**src/design/dlr_defs.svh**
```systemverilog
`ifndef DLR_DEFS_SVH
`define DLR_DEFS_SVH
// ********************************************************
// ascii bytes
// ********************************************************
`define DLR_CH_L     8'h4C
`define DLR_CH_X     8'h78
`define DLR_CH_8     8'h38
`define DLR_CH_5     8'h35
`define DLR_CH_6     8'h36
`define DLR_CH_0     8'h30
`define DLR_CH_COMMA 8'h2C
`define DLR_CH_CR    8'h0D
`define DLR_CH_LF    8'h0A
`define DLR_CH_E     8'h45
`define DLR_CH_O     8'h4F
`define DLR_CH_F     8'h46
// ********************************************************
// record layout and counts
// ********************************************************
`define DLR_PKT_LEN     32'h00000020
`define DLR_REC_LAST    5'h1F
`define DLR_SPARE_FIRST 5'h1C
`define DLR_SPARE_BYTE  8'hFF
`define DLR_PAD_BYTE    8'hFF
`define DLR_ECHO_LAST   5'h02
`define DLR_EOF_LAST    5'h04
`define DLR_LONG_POS    4'h9
`define DLR_SHORT_POS   4'h2
`define DLR_FIFO_WIDTH  8
`define DLR_FIFO_DEPTH  16
`endif

```
**src/design/dlr_pkg.sv**
```systemverilog
package dlr_pkg;
   typedef enum logic [3:0] {
      S_IDLE, S_ECHO, S_NUM, S_SEP, S_CR, S_LF, S_FETCH, S_REC, S_WAIT, S_EOF
   } dlr_state_type;
   typedef enum logic [1:0] {
      C_RETRIEVE, C_VOLT, C_STATUS
   } dlr_cmd_type;
   typedef struct packed {
      logic [7:0]  rec_type;
      logic [7:0]  seconds;
      logic [7:0]  minutes;
      logic [7:0]  hours;
      logic [7:0]  weekday;
      logic [7:0]  date;
      logic [7:0]  month;
      logic [7:0]  year;
      logic [31:0] reading;
      logic [15:0] temp;
      logic [31:0] std_freq;
      logic [31:0] snow_reading;
      logic [31:0] snow_freq;
   } dlr_record_type;
   typedef struct packed {
      logic       valid;
      logic [7:0] data;
   } dlr_byte_type;
endpackage : dlr_pkg

```
**src/design/dlr_responder.sv**
```systemverilog
// Operation
// [RL1] retrieve answers echo, ten-digit length, comma, ten-digit count, CR LF first
// [RL2] with records stored, first record follows the header without a prompt
// [RL3] every further record waits for one host prompt character
// [RL4] after the last record a five-byte EOF CR LF trailer closes the transfer
// [RL5] byte 0 is the type byte: bit 0 erased, bit 4 after-sleep
// [RL6] bytes 1 to 7 are raw seconds, minutes, hours, weekday, date, month, year
// [RL7] bytes 8 to 11 hold the 32-bit reading, big-endian
// [RL8] bytes 12 and 13 hold the raw 16-bit temperature, big-endian
// [RL9] snow fields std freq, snow reading, snow freq, then four 0xFF bytes
// [RL10] voltage query answers echo and three-digit supply adc value
// [RL11] status query answers echo and three-digit memory status byte
// [RL12] host polls status and waits for busy bit clear after erase
// [RL13] every text answer ends with CR then LF
// [RL14] with no records, count is zero and EOF follows the header at once
`include "dlr_defs.svh"

// ********************************************************
// byte fifo
// ********************************************************
module dlr_fifo #(
   parameter int WIDTH = `DLR_FIFO_WIDTH,
   parameter int DEPTH = `DLR_FIFO_DEPTH
) (
   input  wire logic             clk_sys,
   input  wire logic             rst,
   input  wire logic             in_valid,
   input  wire logic [WIDTH-1:0] in_data,
   output logic                  in_ready,
   output logic                  out_valid,
   output logic      [WIDTH-1:0] out_data,
   input  wire logic             out_ready
);
   localparam int AW = $clog2(DEPTH);
   logic [WIDTH-1:0] mem [DEPTH];
   logic [AW-1:0]    wr_ptr, rd_ptr, next_wr_ptr, next_rd_ptr;
   logic [AW:0]      cnt, next_cnt;
   logic             full, next_full, next_out_valid;
   logic [WIDTH-1:0] next_out_data;
   logic             wr, rd;

   always_comb
   begin
      wr             = in_valid && !full;
      rd             = out_valid && out_ready;
      next_wr_ptr    = wr ? wr_ptr + 1'b1 : wr_ptr;
      next_rd_ptr    = rd ? rd_ptr + 1'b1 : rd_ptr;
      next_cnt       = cnt + (AW+1)'(wr) - (AW+1)'(rd);
      next_full      = next_cnt == (AW+1)'(DEPTH);
      next_out_valid = next_cnt != '0;
      // head is registered; a write into the next head slot bypasses mem
      next_out_data  = (wr && next_rd_ptr == wr_ptr) ? in_data : mem[next_rd_ptr];
   end

   always_ff @(posedge clk_sys)
   begin
      if (rst)
      begin
         wr_ptr    <= '0;
         rd_ptr    <= '0;
         cnt       <= '0;
         full      <= 1'b0;
         out_valid <= 1'b0;
         out_data  <= '0;
      end
      else
      begin
         wr_ptr    <= next_wr_ptr;
         rd_ptr    <= next_rd_ptr;
         cnt       <= next_cnt;
         full      <= next_full;
         out_valid <= next_out_valid;
         out_data  <= next_out_data;
      end
   end

   for (genvar g = 0; g < DEPTH; g++)
   begin : g_entry
      always_ff @(posedge clk_sys)
      begin
         if (wr && wr_ptr == AW'(g))
            mem[g] <= in_data;
      end
   end

   // full is registered so the producer sees a clean ready
   assign in_ready = !full;
endmodule : dlr_fifo

// ********************************************************
// command responder
// ********************************************************
module dlr_responder (
   input  wire logic                   clk_sys,
   input  wire logic                   rst,
   input  wire dlr_pkg::dlr_byte_type  rx,
   output logic                        tx_valid,
   output logic [7:0]                  tx_data,
   input  wire logic                   tx_ready,
   input  wire logic [31:0]            rec_count,
   output logic                        rec_rd,
   output logic [31:0]                 rec_idx,
   input  wire logic                   rec_valid,
   input  wire dlr_pkg::dlr_record_type rec_in,
   input  wire logic [7:0]             supply_adc,
   input  wire logic [7:0]             mem_status,
   output logic                        transfer_busy
);
   import dlr_pkg::*;

   dlr_state_type  state, next_state;
   dlr_cmd_type    cmd, next_cmd;
   dlr_record_type rec_buf, next_rec_buf;
   logic [15:0] hist, next_hist;
   logic [4:0]  idx, next_idx;
   logic [3:0]  pos, next_pos;
   logic [3:0]  dig, next_dig;
   logic [31:0] val, next_val;
   logic [31:0] count, next_count;
   logic [31:0] next_rec_idx;
   logic        phase, next_phase;
   logic        next_rec_rd;
   logic        next_transfer_busy;
   logic [7:0]  next_last_byte;
   logic        push, push_ready;
   logic [7:0]  push_data, last_byte;
   logic [31:0] pw;

   function automatic logic [31:0] pow10(input logic [3:0] p);
      case (p)
         4'h9:    pow10 = 32'h3B9ACA00;
         4'h8:    pow10 = 32'h05F5E100;
         4'h7:    pow10 = 32'h00989680;
         4'h6:    pow10 = 32'h000F4240;
         4'h5:    pow10 = 32'h000186A0;
         4'h4:    pow10 = 32'h00002710;
         4'h3:    pow10 = 32'h000003E8;
         4'h2:    pow10 = 32'h00000064;
         4'h1:    pow10 = 32'h0000000A;
         default: pow10 = 32'h00000001;
      endcase
   endfunction : pow10

   function automatic logic [7:0] rec_byte(input dlr_record_type r, input logic [4:0] i);
      case (i)
         5'h00:   rec_byte = r.rec_type;              // RL5
         5'h01:   rec_byte = r.seconds;               // RL6
         5'h02:   rec_byte = r.minutes;
         5'h03:   rec_byte = r.hours;
         5'h04:   rec_byte = r.weekday;
         5'h05:   rec_byte = r.date;
         5'h06:   rec_byte = r.month;
         5'h07:   rec_byte = r.year;
         5'h08:   rec_byte = r.reading[31:24];        // RL7
         5'h09:   rec_byte = r.reading[23:16];
         5'h0A:   rec_byte = r.reading[15:8];
         5'h0B:   rec_byte = r.reading[7:0];
         5'h0C:   rec_byte = r.temp[15:8];            // RL8
         5'h0D:   rec_byte = r.temp[7:0];
         5'h10:   rec_byte = r.std_freq[31:24];       // RL9
         5'h11:   rec_byte = r.std_freq[23:16];
         5'h12:   rec_byte = r.std_freq[15:8];
         5'h13:   rec_byte = r.std_freq[7:0];
         5'h14:   rec_byte = r.snow_reading[31:24];
         5'h15:   rec_byte = r.snow_reading[23:16];
         5'h16:   rec_byte = r.snow_reading[15:8];
         5'h17:   rec_byte = r.snow_reading[7:0];
         5'h18:   rec_byte = r.snow_freq[31:24];
         5'h19:   rec_byte = r.snow_freq[23:16];
         5'h1A:   rec_byte = r.snow_freq[15:8];
         5'h1B:   rec_byte = r.snow_freq[7:0];
         5'h0E,
         5'h0F:   rec_byte = `DLR_PAD_BYTE;
         default: rec_byte = `DLR_SPARE_BYTE;         // RL9
      endcase
   endfunction : rec_byte

   always_comb
   begin
      next_state   = state;
      next_cmd     = cmd;
      next_rec_buf = rec_buf;
      next_hist    = hist;
      next_idx     = idx;
      next_pos     = pos;
      next_dig     = dig;
      next_val     = val;
      next_count   = count;
      next_rec_idx = rec_idx;
      next_phase   = phase;
      next_rec_rd  = 1'b0;
      push         = 1'b0;
      push_data    = 8'h00;
      pw           = pow10(pos);
      case (state)
         S_IDLE:
         begin
            if (rx.valid)
            begin
               next_hist = {hist[7:0], rx.data};
               if (rx.data == `DLR_CH_X && hist[15:8] == `DLR_CH_L &&
                   (hist[7:0] == `DLR_CH_8 || hist[7:0] == `DLR_CH_5 ||
                    hist[7:0] == `DLR_CH_6))
               begin
                  next_hist  = 16'h0000;
                  next_idx   = 5'h00;
                  next_state = S_ECHO;
                  next_cmd   = hist[7:0] == `DLR_CH_8 ? C_RETRIEVE :
                               hist[7:0] == `DLR_CH_5 ? C_VOLT : C_STATUS;
               end
            end
         end
         S_ECHO:
         begin
            push      = 1'b1;                                              // RL1
            push_data = idx == 5'h00 ? `DLR_CH_L :
                        idx == 5'h01 ? (cmd == C_RETRIEVE ? `DLR_CH_8 :
                                        cmd == C_VOLT ? `DLR_CH_5 : `DLR_CH_6) :
                        `DLR_CH_COMMA;
            if (push_ready)
            begin
               next_idx = idx + 5'h01;
               if (idx == `DLR_ECHO_LAST)
               begin
                  next_state = S_NUM;
                  next_dig   = 4'h0;
                  next_phase = 1'b0;
                  next_pos   = cmd == C_RETRIEVE ? `DLR_LONG_POS : `DLR_SHORT_POS;
                  next_val   = cmd == C_RETRIEVE ? `DLR_PKT_LEN :
                               cmd == C_VOLT ? {24'h000000, supply_adc} :  // RL10
                               {24'h000000, mem_status};                    // RL11
               end
            end
         end
         S_NUM:
         begin
            // one subtraction per cycle keeps the divider out of the path
            if (val >= pw)
            begin
               next_val = val - pw;
               next_dig = dig + 4'h1;
            end
            else
            begin
               push      = 1'b1;
               push_data = `DLR_CH_0 + {4'h0, dig};
               if (push_ready)
               begin
                  next_dig = 4'h0;
                  next_pos = pos - 4'h1;
                  if (pos == 4'h0)
                     next_state = (cmd == C_RETRIEVE && !phase) ? S_SEP : S_CR;
               end
            end
         end
         S_SEP:
         begin
            push      = 1'b1;
            push_data = `DLR_CH_COMMA;
            if (push_ready)
            begin
               next_state = S_NUM;
               next_val   = rec_count;
               next_count = rec_count;
               next_pos   = `DLR_LONG_POS;
               next_phase = 1'b1;
            end
         end
         S_CR:
         begin
            push      = 1'b1;
            push_data = `DLR_CH_CR;                                        // RL13
            if (push_ready)
               next_state = S_LF;
         end
         S_LF:
         begin
            push      = 1'b1;
            push_data = `DLR_CH_LF;                                        // RL13
            if (push_ready)
            begin
               next_idx = 5'h00;
               if (cmd != C_RETRIEVE)
                  next_state = S_IDLE;
               else if (count == 32'h00000000)
                  next_state = S_EOF;                                      // RL14
               else
               begin
                  next_state   = S_FETCH;                                  // RL2
                  next_rec_idx = 32'h00000000;
                  next_rec_rd  = 1'b1;
               end
            end
         end
         S_FETCH:
         begin
            if (rec_valid)
            begin
               next_rec_buf = rec_in;
               next_idx     = 5'h00;
               next_state   = S_REC;
            end
         end
         S_REC:
         begin
            push      = 1'b1;
            push_data = rec_byte(rec_buf, idx);
            if (push_ready)
            begin
               next_idx = idx + 5'h01;
               if (idx == `DLR_REC_LAST)
               begin
                  next_idx   = 5'h00;
                  next_state = (rec_idx + 32'h00000001 == count) ? S_EOF : S_WAIT;
               end
            end
         end
         S_WAIT:
         begin
            // prompts that arrive before this state are dropped
            if (rx.valid && rx.data == `DLR_CH_X)                          // RL3
            begin
               next_state   = S_FETCH;
               next_rec_idx = rec_idx + 32'h00000001;
               next_rec_rd  = 1'b1;
            end
         end
         S_EOF:
         begin
            push      = 1'b1;                                              // RL4
            push_data = idx == 5'h00 ? `DLR_CH_E :
                        idx == 5'h01 ? `DLR_CH_O :
                        idx == 5'h02 ? `DLR_CH_F :
                        idx == 5'h03 ? `DLR_CH_CR : `DLR_CH_LF;
            if (push_ready)
            begin
               next_idx = idx + 5'h01;
               if (idx == `DLR_EOF_LAST)
                  next_state = S_IDLE;
            end
         end
         default: next_state = S_IDLE;
      endcase
      next_last_byte     = (push && push_ready) ? push_data : last_byte;
      next_transfer_busy = next_state != S_IDLE;
   end

   always_ff @(posedge clk_sys)
   begin
      if (rst)
      begin
         state         <= S_IDLE;
         cmd           <= C_RETRIEVE;
         rec_buf       <= '0;
         hist          <= 16'h0000;
         idx           <= 5'h00;
         pos           <= 4'h0;
         dig           <= 4'h0;
         val           <= 32'h00000000;
         count         <= 32'h00000000;
         rec_idx       <= 32'h00000000;
         phase         <= 1'b0;
         rec_rd        <= 1'b0;
         last_byte     <= 8'h00;
         transfer_busy <= 1'b0;
      end
      else
      begin
         state         <= next_state;
         cmd           <= next_cmd;
         rec_buf       <= next_rec_buf;
         hist          <= next_hist;
         idx           <= next_idx;
         pos           <= next_pos;
         dig           <= next_dig;
         val           <= next_val;
         count         <= next_count;
         rec_idx       <= next_rec_idx;
         phase         <= next_phase;
         rec_rd        <= next_rec_rd;
         last_byte     <= next_last_byte;
         transfer_busy <= next_transfer_busy;
      end
   end

   dlr_fifo #(
      .WIDTH (`DLR_FIFO_WIDTH),
      .DEPTH (`DLR_FIFO_DEPTH)
   ) u_fifo (
      .clk_sys   (clk_sys),
      .rst       (rst),
      .in_valid  (push),
      .in_data   (push_data),
      .in_ready  (push_ready),
      .out_valid (tx_valid),
      .out_data  (tx_data),
      .out_ready (tx_ready)
   );

   // ********************************************************
   // checks
   // ********************************************************
   property p_echo_l;
      @(posedge clk_sys) disable iff (rst)
      (state == S_ECHO && idx == 5'h00 && push) |-> push_data == `DLR_CH_L;
   endproperty
   a_echo_l: assert property (p_echo_l) else $error("echo must open with L"); // RL1
   property p_auto_first;
      @(posedge clk_sys) disable iff (rst)
      (state == S_LF && push_ready && cmd == C_RETRIEVE && count != 32'h0)
      |=> state == S_FETCH && rec_rd && rec_idx == 32'h0;
   endproperty
   a_auto_first: assert property (p_auto_first) else $error("first record not fetched"); // RL2
   property p_wait_prompt;
      @(posedge clk_sys) disable iff (rst)
      (state == S_WAIT && !(rx.valid && rx.data == `DLR_CH_X)) |=> state == S_WAIT && !rec_rd;
   endproperty
   a_wait_prompt: assert property (p_wait_prompt) else $error("record sent unprompted"); // RL3
   property p_eof;
      @(posedge clk_sys) disable iff (rst)
      (state == S_EOF && idx == 5'h02 && push) |-> push_data == `DLR_CH_F;
   endproperty
   a_eof: assert property (p_eof) else $error("bad end of file trailer"); // RL4
   property p_reading;
      @(posedge clk_sys) disable iff (rst)
      (state == S_REC && idx == 5'h08 && push) |-> push_data == rec_buf.reading[31:24];
   endproperty
   a_reading: assert property (p_reading) else $error("reading not big-endian"); // RL7
   property p_spare;
      @(posedge clk_sys) disable iff (rst)
      (state == S_REC && idx >= `DLR_SPARE_FIRST && push) |-> push_data == `DLR_SPARE_BYTE;
   endproperty
   a_spare: assert property (p_spare) else $error("spare byte not all ones"); // RL9
   property p_digit;
      @(posedge clk_sys) disable iff (rst)
      (state == S_NUM && push) |-> push_data >= `DLR_CH_0 && push_data <= 8'h39;
   endproperty
   a_digit: assert property (p_digit) else $error("non decimal digit sent"); // RL11
   property p_crlf;
      @(posedge clk_sys) disable iff (rst)
      (state == S_LF && push) |-> last_byte == `DLR_CH_CR;
   endproperty
   a_crlf: assert property (p_crlf) else $error("line feed without carriage return"); // RL13
   property p_empty;
      @(posedge clk_sys) disable iff (rst)
      (state == S_LF && push_ready && cmd == C_RETRIEVE && count == 32'h0) |=> state == S_EOF;
   endproperty
   a_empty: assert property (p_empty) else $error("empty log did not end at once"); // RL14
endmodule : dlr_responder

```
**config.mk**
```make
export PLATFORM = sky130hd
export DESIGN_NAME = dlr_responder
export DESIGN_NICKNAME = d
export VERILOG_FILES = /design/src/design/dlr_pkg.sv /design/src/design/dlr_responder.sv
export VERILOG_INCLUDE_DIRS = /design/src /design/src/design
export SDC_FILE = /design/constraint.sdc
export NUM_CORES = 1
export LEC_CHECK = 0
export ABC_CLOCK_PERIOD_IN_PS = 5000
export BUFFER_PORTS_ARGS = -buffer_cell sky130_fd_sc_hd__buf_2
export CORE_MARGIN = 5
export CORE_UTILIZATION = 50
export CTS_CLUSTER_SIZE = 28
export DETAILED_ROUTE_END_ITERATION = 7
export PLACE_DENSITY = 0.7
export SYNTH_ARGS = -nofsm -noshare
export SYNTH_HDL_FRONTEND = slang
export SYNTH_SLANG_ARGS = --single-unit
```
**constraint.sdc**
```tcl
create_clock -name clk_sys -period 5 [get_ports clk_sys]
set_input_delay 0.75 -clock clk_sys [delete_from_list [all_inputs] [get_ports clk_sys]]
set_output_delay 0.75 -clock clk_sys [all_outputs]
set_load 0.01 [all_outputs]
```
==> results.ini <==
[place]
port_buffers = 311
place_hpwl_um = 58000
gp_congestion = 0.914

[worst_setup_path]
worst-r2r-cell-count = 21
end_kind = register
cp_max_fo = 7
cp.arrival_ns = 5.07
required_ns = 5.56
critPathLaunchType = register
path_class = register to register

[min_path]
min_path_type = primary input to register
hold_depth = 3

[routing]
wl_um = 80900
wire_per_inst_um = 21.5
wl_met3_um = 7320
drc_errors = 0
dr_wl_met2_um = 35100
viasPerCell = 6.02
route.layer.met1.wl_um = 35000
drt_iter0_drc = 2644
topRoutingLayerUsed = met5
first_pass_iters = 5
ant_nets = 0
vias = 22600

[floorplan]
dieArea_um2 = 54500
core.rowCount = 82
ios = 312
die_width_um = 233
start_util_pct = 50.2
core_um2 = 49800
die_h_um = 233

[pwr]
power.share.combinational_pct = 10.2
clock_power_share_pct = 44.9
power.share.switching_pct = 24.4
p_seq_share_pct = 44.8
power_switching_mw = 2.36
p_leak_nw = 10.8
p_per_area_nw_per_um2 = 334
ir_worst_vdd_mv = 0.255
internal-power_mw = 7.31

[grt]
grt-ovfl-total = 0
grt_pass1_wl_um = 123000
grt_start_max_net_pins = 209
grt_pass1_vias = 21100
antenna_found_initial = 2
track_usage_pct = 28.6

[logic_synthesis]
synth_enable_flop_cells = 128
async_reset_ff_share_pct = 0
synth_ff_type = dfxtp_1
yosysSeqAreaShare_pct = 46.5
syn_area_um2 = 25000
syn_area_per_cell_um2 = 8.82
synthCells = 2832
synthDistinctLibCells = 86
synth_nets = 3156
yosysWarnings = 0
ys_seq_elements = 516

[sta]
hold_viol_final = 0
drv_slew = 0
worst_pin_slew_ns = 1.26
whs_ns = 0.355
rsz0062_at_grt = no
fmax_ghz = 0.222
finalCriticalPeriod_ns = 4.51
tns_ns = 0
skew_ns = 0.0280
setup_violations = 0
slew_headroom_pct = 15.9
period_share_pct = 90.2

[clocking]
path_clk_slew_ns = 0.06
cts.hold.buffers_added = 0
cts_root_buffer = clkbuf_16
clock_path_buffers = 3
tritoncts = yes
cts_buffers = 54
cts_setup_buffers = 0
cts.sinks = 516
cts_resized = 0
insertion_delay_ns = 0.63
cts_max_level = 2

[finish]
syn_to_final_growth_pct = 16.0
layout_commonest_cell = nand2_1
n_fill_cell = 4402
layout-drive-gt1-share_pct = 16.5
fin_nets = 3361
final_cell_mix = nand2_1 (576), dfxtp_1 (388), a21oi_1 (342)

[flow_run]
cap_violations = 0

[status]
status = complete, no violations

power groups by stage:
stage	logic [mW]	registers [mW]	clock network, mW
floorplan	0.689	4.41	0
global placement	0.970	4.43	0
detailed placement	0.977	4.43	0
CTS	0.981	4.34	4.40
global route	1.07	4.34	4.59
finish	0.989	4.34	4.35
path summary, 6_finish.rpt:
| kind | start | endpoint | slack, ns |
|---|---|---|---|
| worst max-delay path | val[0]$_SDFFE_PP0P_ | u_fifo.full$_SDFF_PP0_ | 0.49 |
| worst min register to register | rec_buf[34]$_SDFFE_PP0P_ | rec_buf[34]$_SDFFE_PP0P_ | 0.45 |
| worst min-delay path | rec_in[22] | rec_buf[22]$_SDFFE_PP0P_ | 0.35 |
| worst max register to register | val[0]$_SDFFE_PP0P_ | u_fifo.full$_SDFF_PP0_ | 0.49 |
logic make-up after synthesis:
family,synth area share (%)
AOI/OAI and AO/OA,18.0
muxes,5.68
adders and majority gates,2.82
xor gates and xnor gates,2.77
DFF,46.5
and+or+nand+nor,20.0
buffers and inverters,4.26
metrics by stage:
| step | area (um^2) | cells | setup slack [ns] | utilization, % | total power [mW] |
|---|---|---|---|---|---|
| after floorplan | 25000 | 2832 | 0.807 | - | 5.10 |
| after global placement | 27000 | 3653 | 0.615 | 54.3 | 5.40 |
| after detailed placement | 27000 | 3653 | 0.565 | 54.3 | 5.40 |
| after CTS | 29000 | 3754 | 0.541 | 58.2 | 9.71 |
| after global routing | 29000 | 3754 | 0.201 | 58.2 | 10.0 |
| final | 29000 | 3756 | 0.491 | 58.2 | 9.67 |
layout make-up:
class                           instances  area [um^2]  share of cell area, %
Sequential cell                       516        11600                   40.1
Timing Repair Buffer                  357         1950                   6.73
Inverter                               65          244                  0.842
Multi-Input combinational cell       2043        12400                   42.7
Antenna cell                            2         5.00                 0.0173
Tap cell                              672          841                   2.90
Clock buffer                           74         1580                   5.45
Clock inverter                         27          370                   1.28
worst max-delay path, cell delays in order (launching register included):
cell and delay [ns]:
dfxtp_1 0.30, inv_1 0.07, ha_1 0.17, inv_1 0.06, fa_1 0.42, a211oi_1 0.38, o211ai_1 0.19, a211oi_2 0.40
o22ai_1 0.29, o31ai_1 0.35, buf_4 0.20, and2_1 0.15, ha_1 0.16, inv_1 0.06, fa_1 0.43, inv_1 0.07
a21o_1 0.11, a21oi_1 0.07, xnor2_1 0.13, or2_2 0.27, inv_1 0.07, and2_1 0.11
synth_stat cells, types with 44 or more instances:
master / count / area share, %
a21oi_1: 342 / 6.9
a221oi_1: 46 / 1.6
a22oi_1: 52 / 1.6
clkbuf_1: 179 / 2.7
dfxtp_1: 388 / 31
edfxtp_1: 128 / 15
ha_1: 53 / 2.7
inv_1: 64 / 0.96
mux2i_1: 102 / 4.1
nand2_1: 576 / 8.7
nand3_1: 46 / 0.92
nor2_1: 174 / 2.6
nor3_1: 51 / 1.0
o21ai_0: 73 / 1.5
xnor2_1: 44 / 1.5
layer usage:
layer / vias up / global-route usage (%)
met2: 1065 / 42.3
met4: 2 / 11.1
met1: 10800 / 41.2
met5: - / 0
met3: 184 / 5.73
li1: 10600 / -
sequential cells by signal, summed over array words and instances, names as in the netlist, 8 cells and up:
| signal | cells |
|---|---|
| rec_idx | 32 |
| count | 32 |
| val | 32 |
| pw | 23 |
| u_fifo.out_data | 8 |
| rec_buf | 208 |
| hist | 16 |
| u_fifo.mem | 128 |
Note: power is estimated with default switching activity, not from simulation.
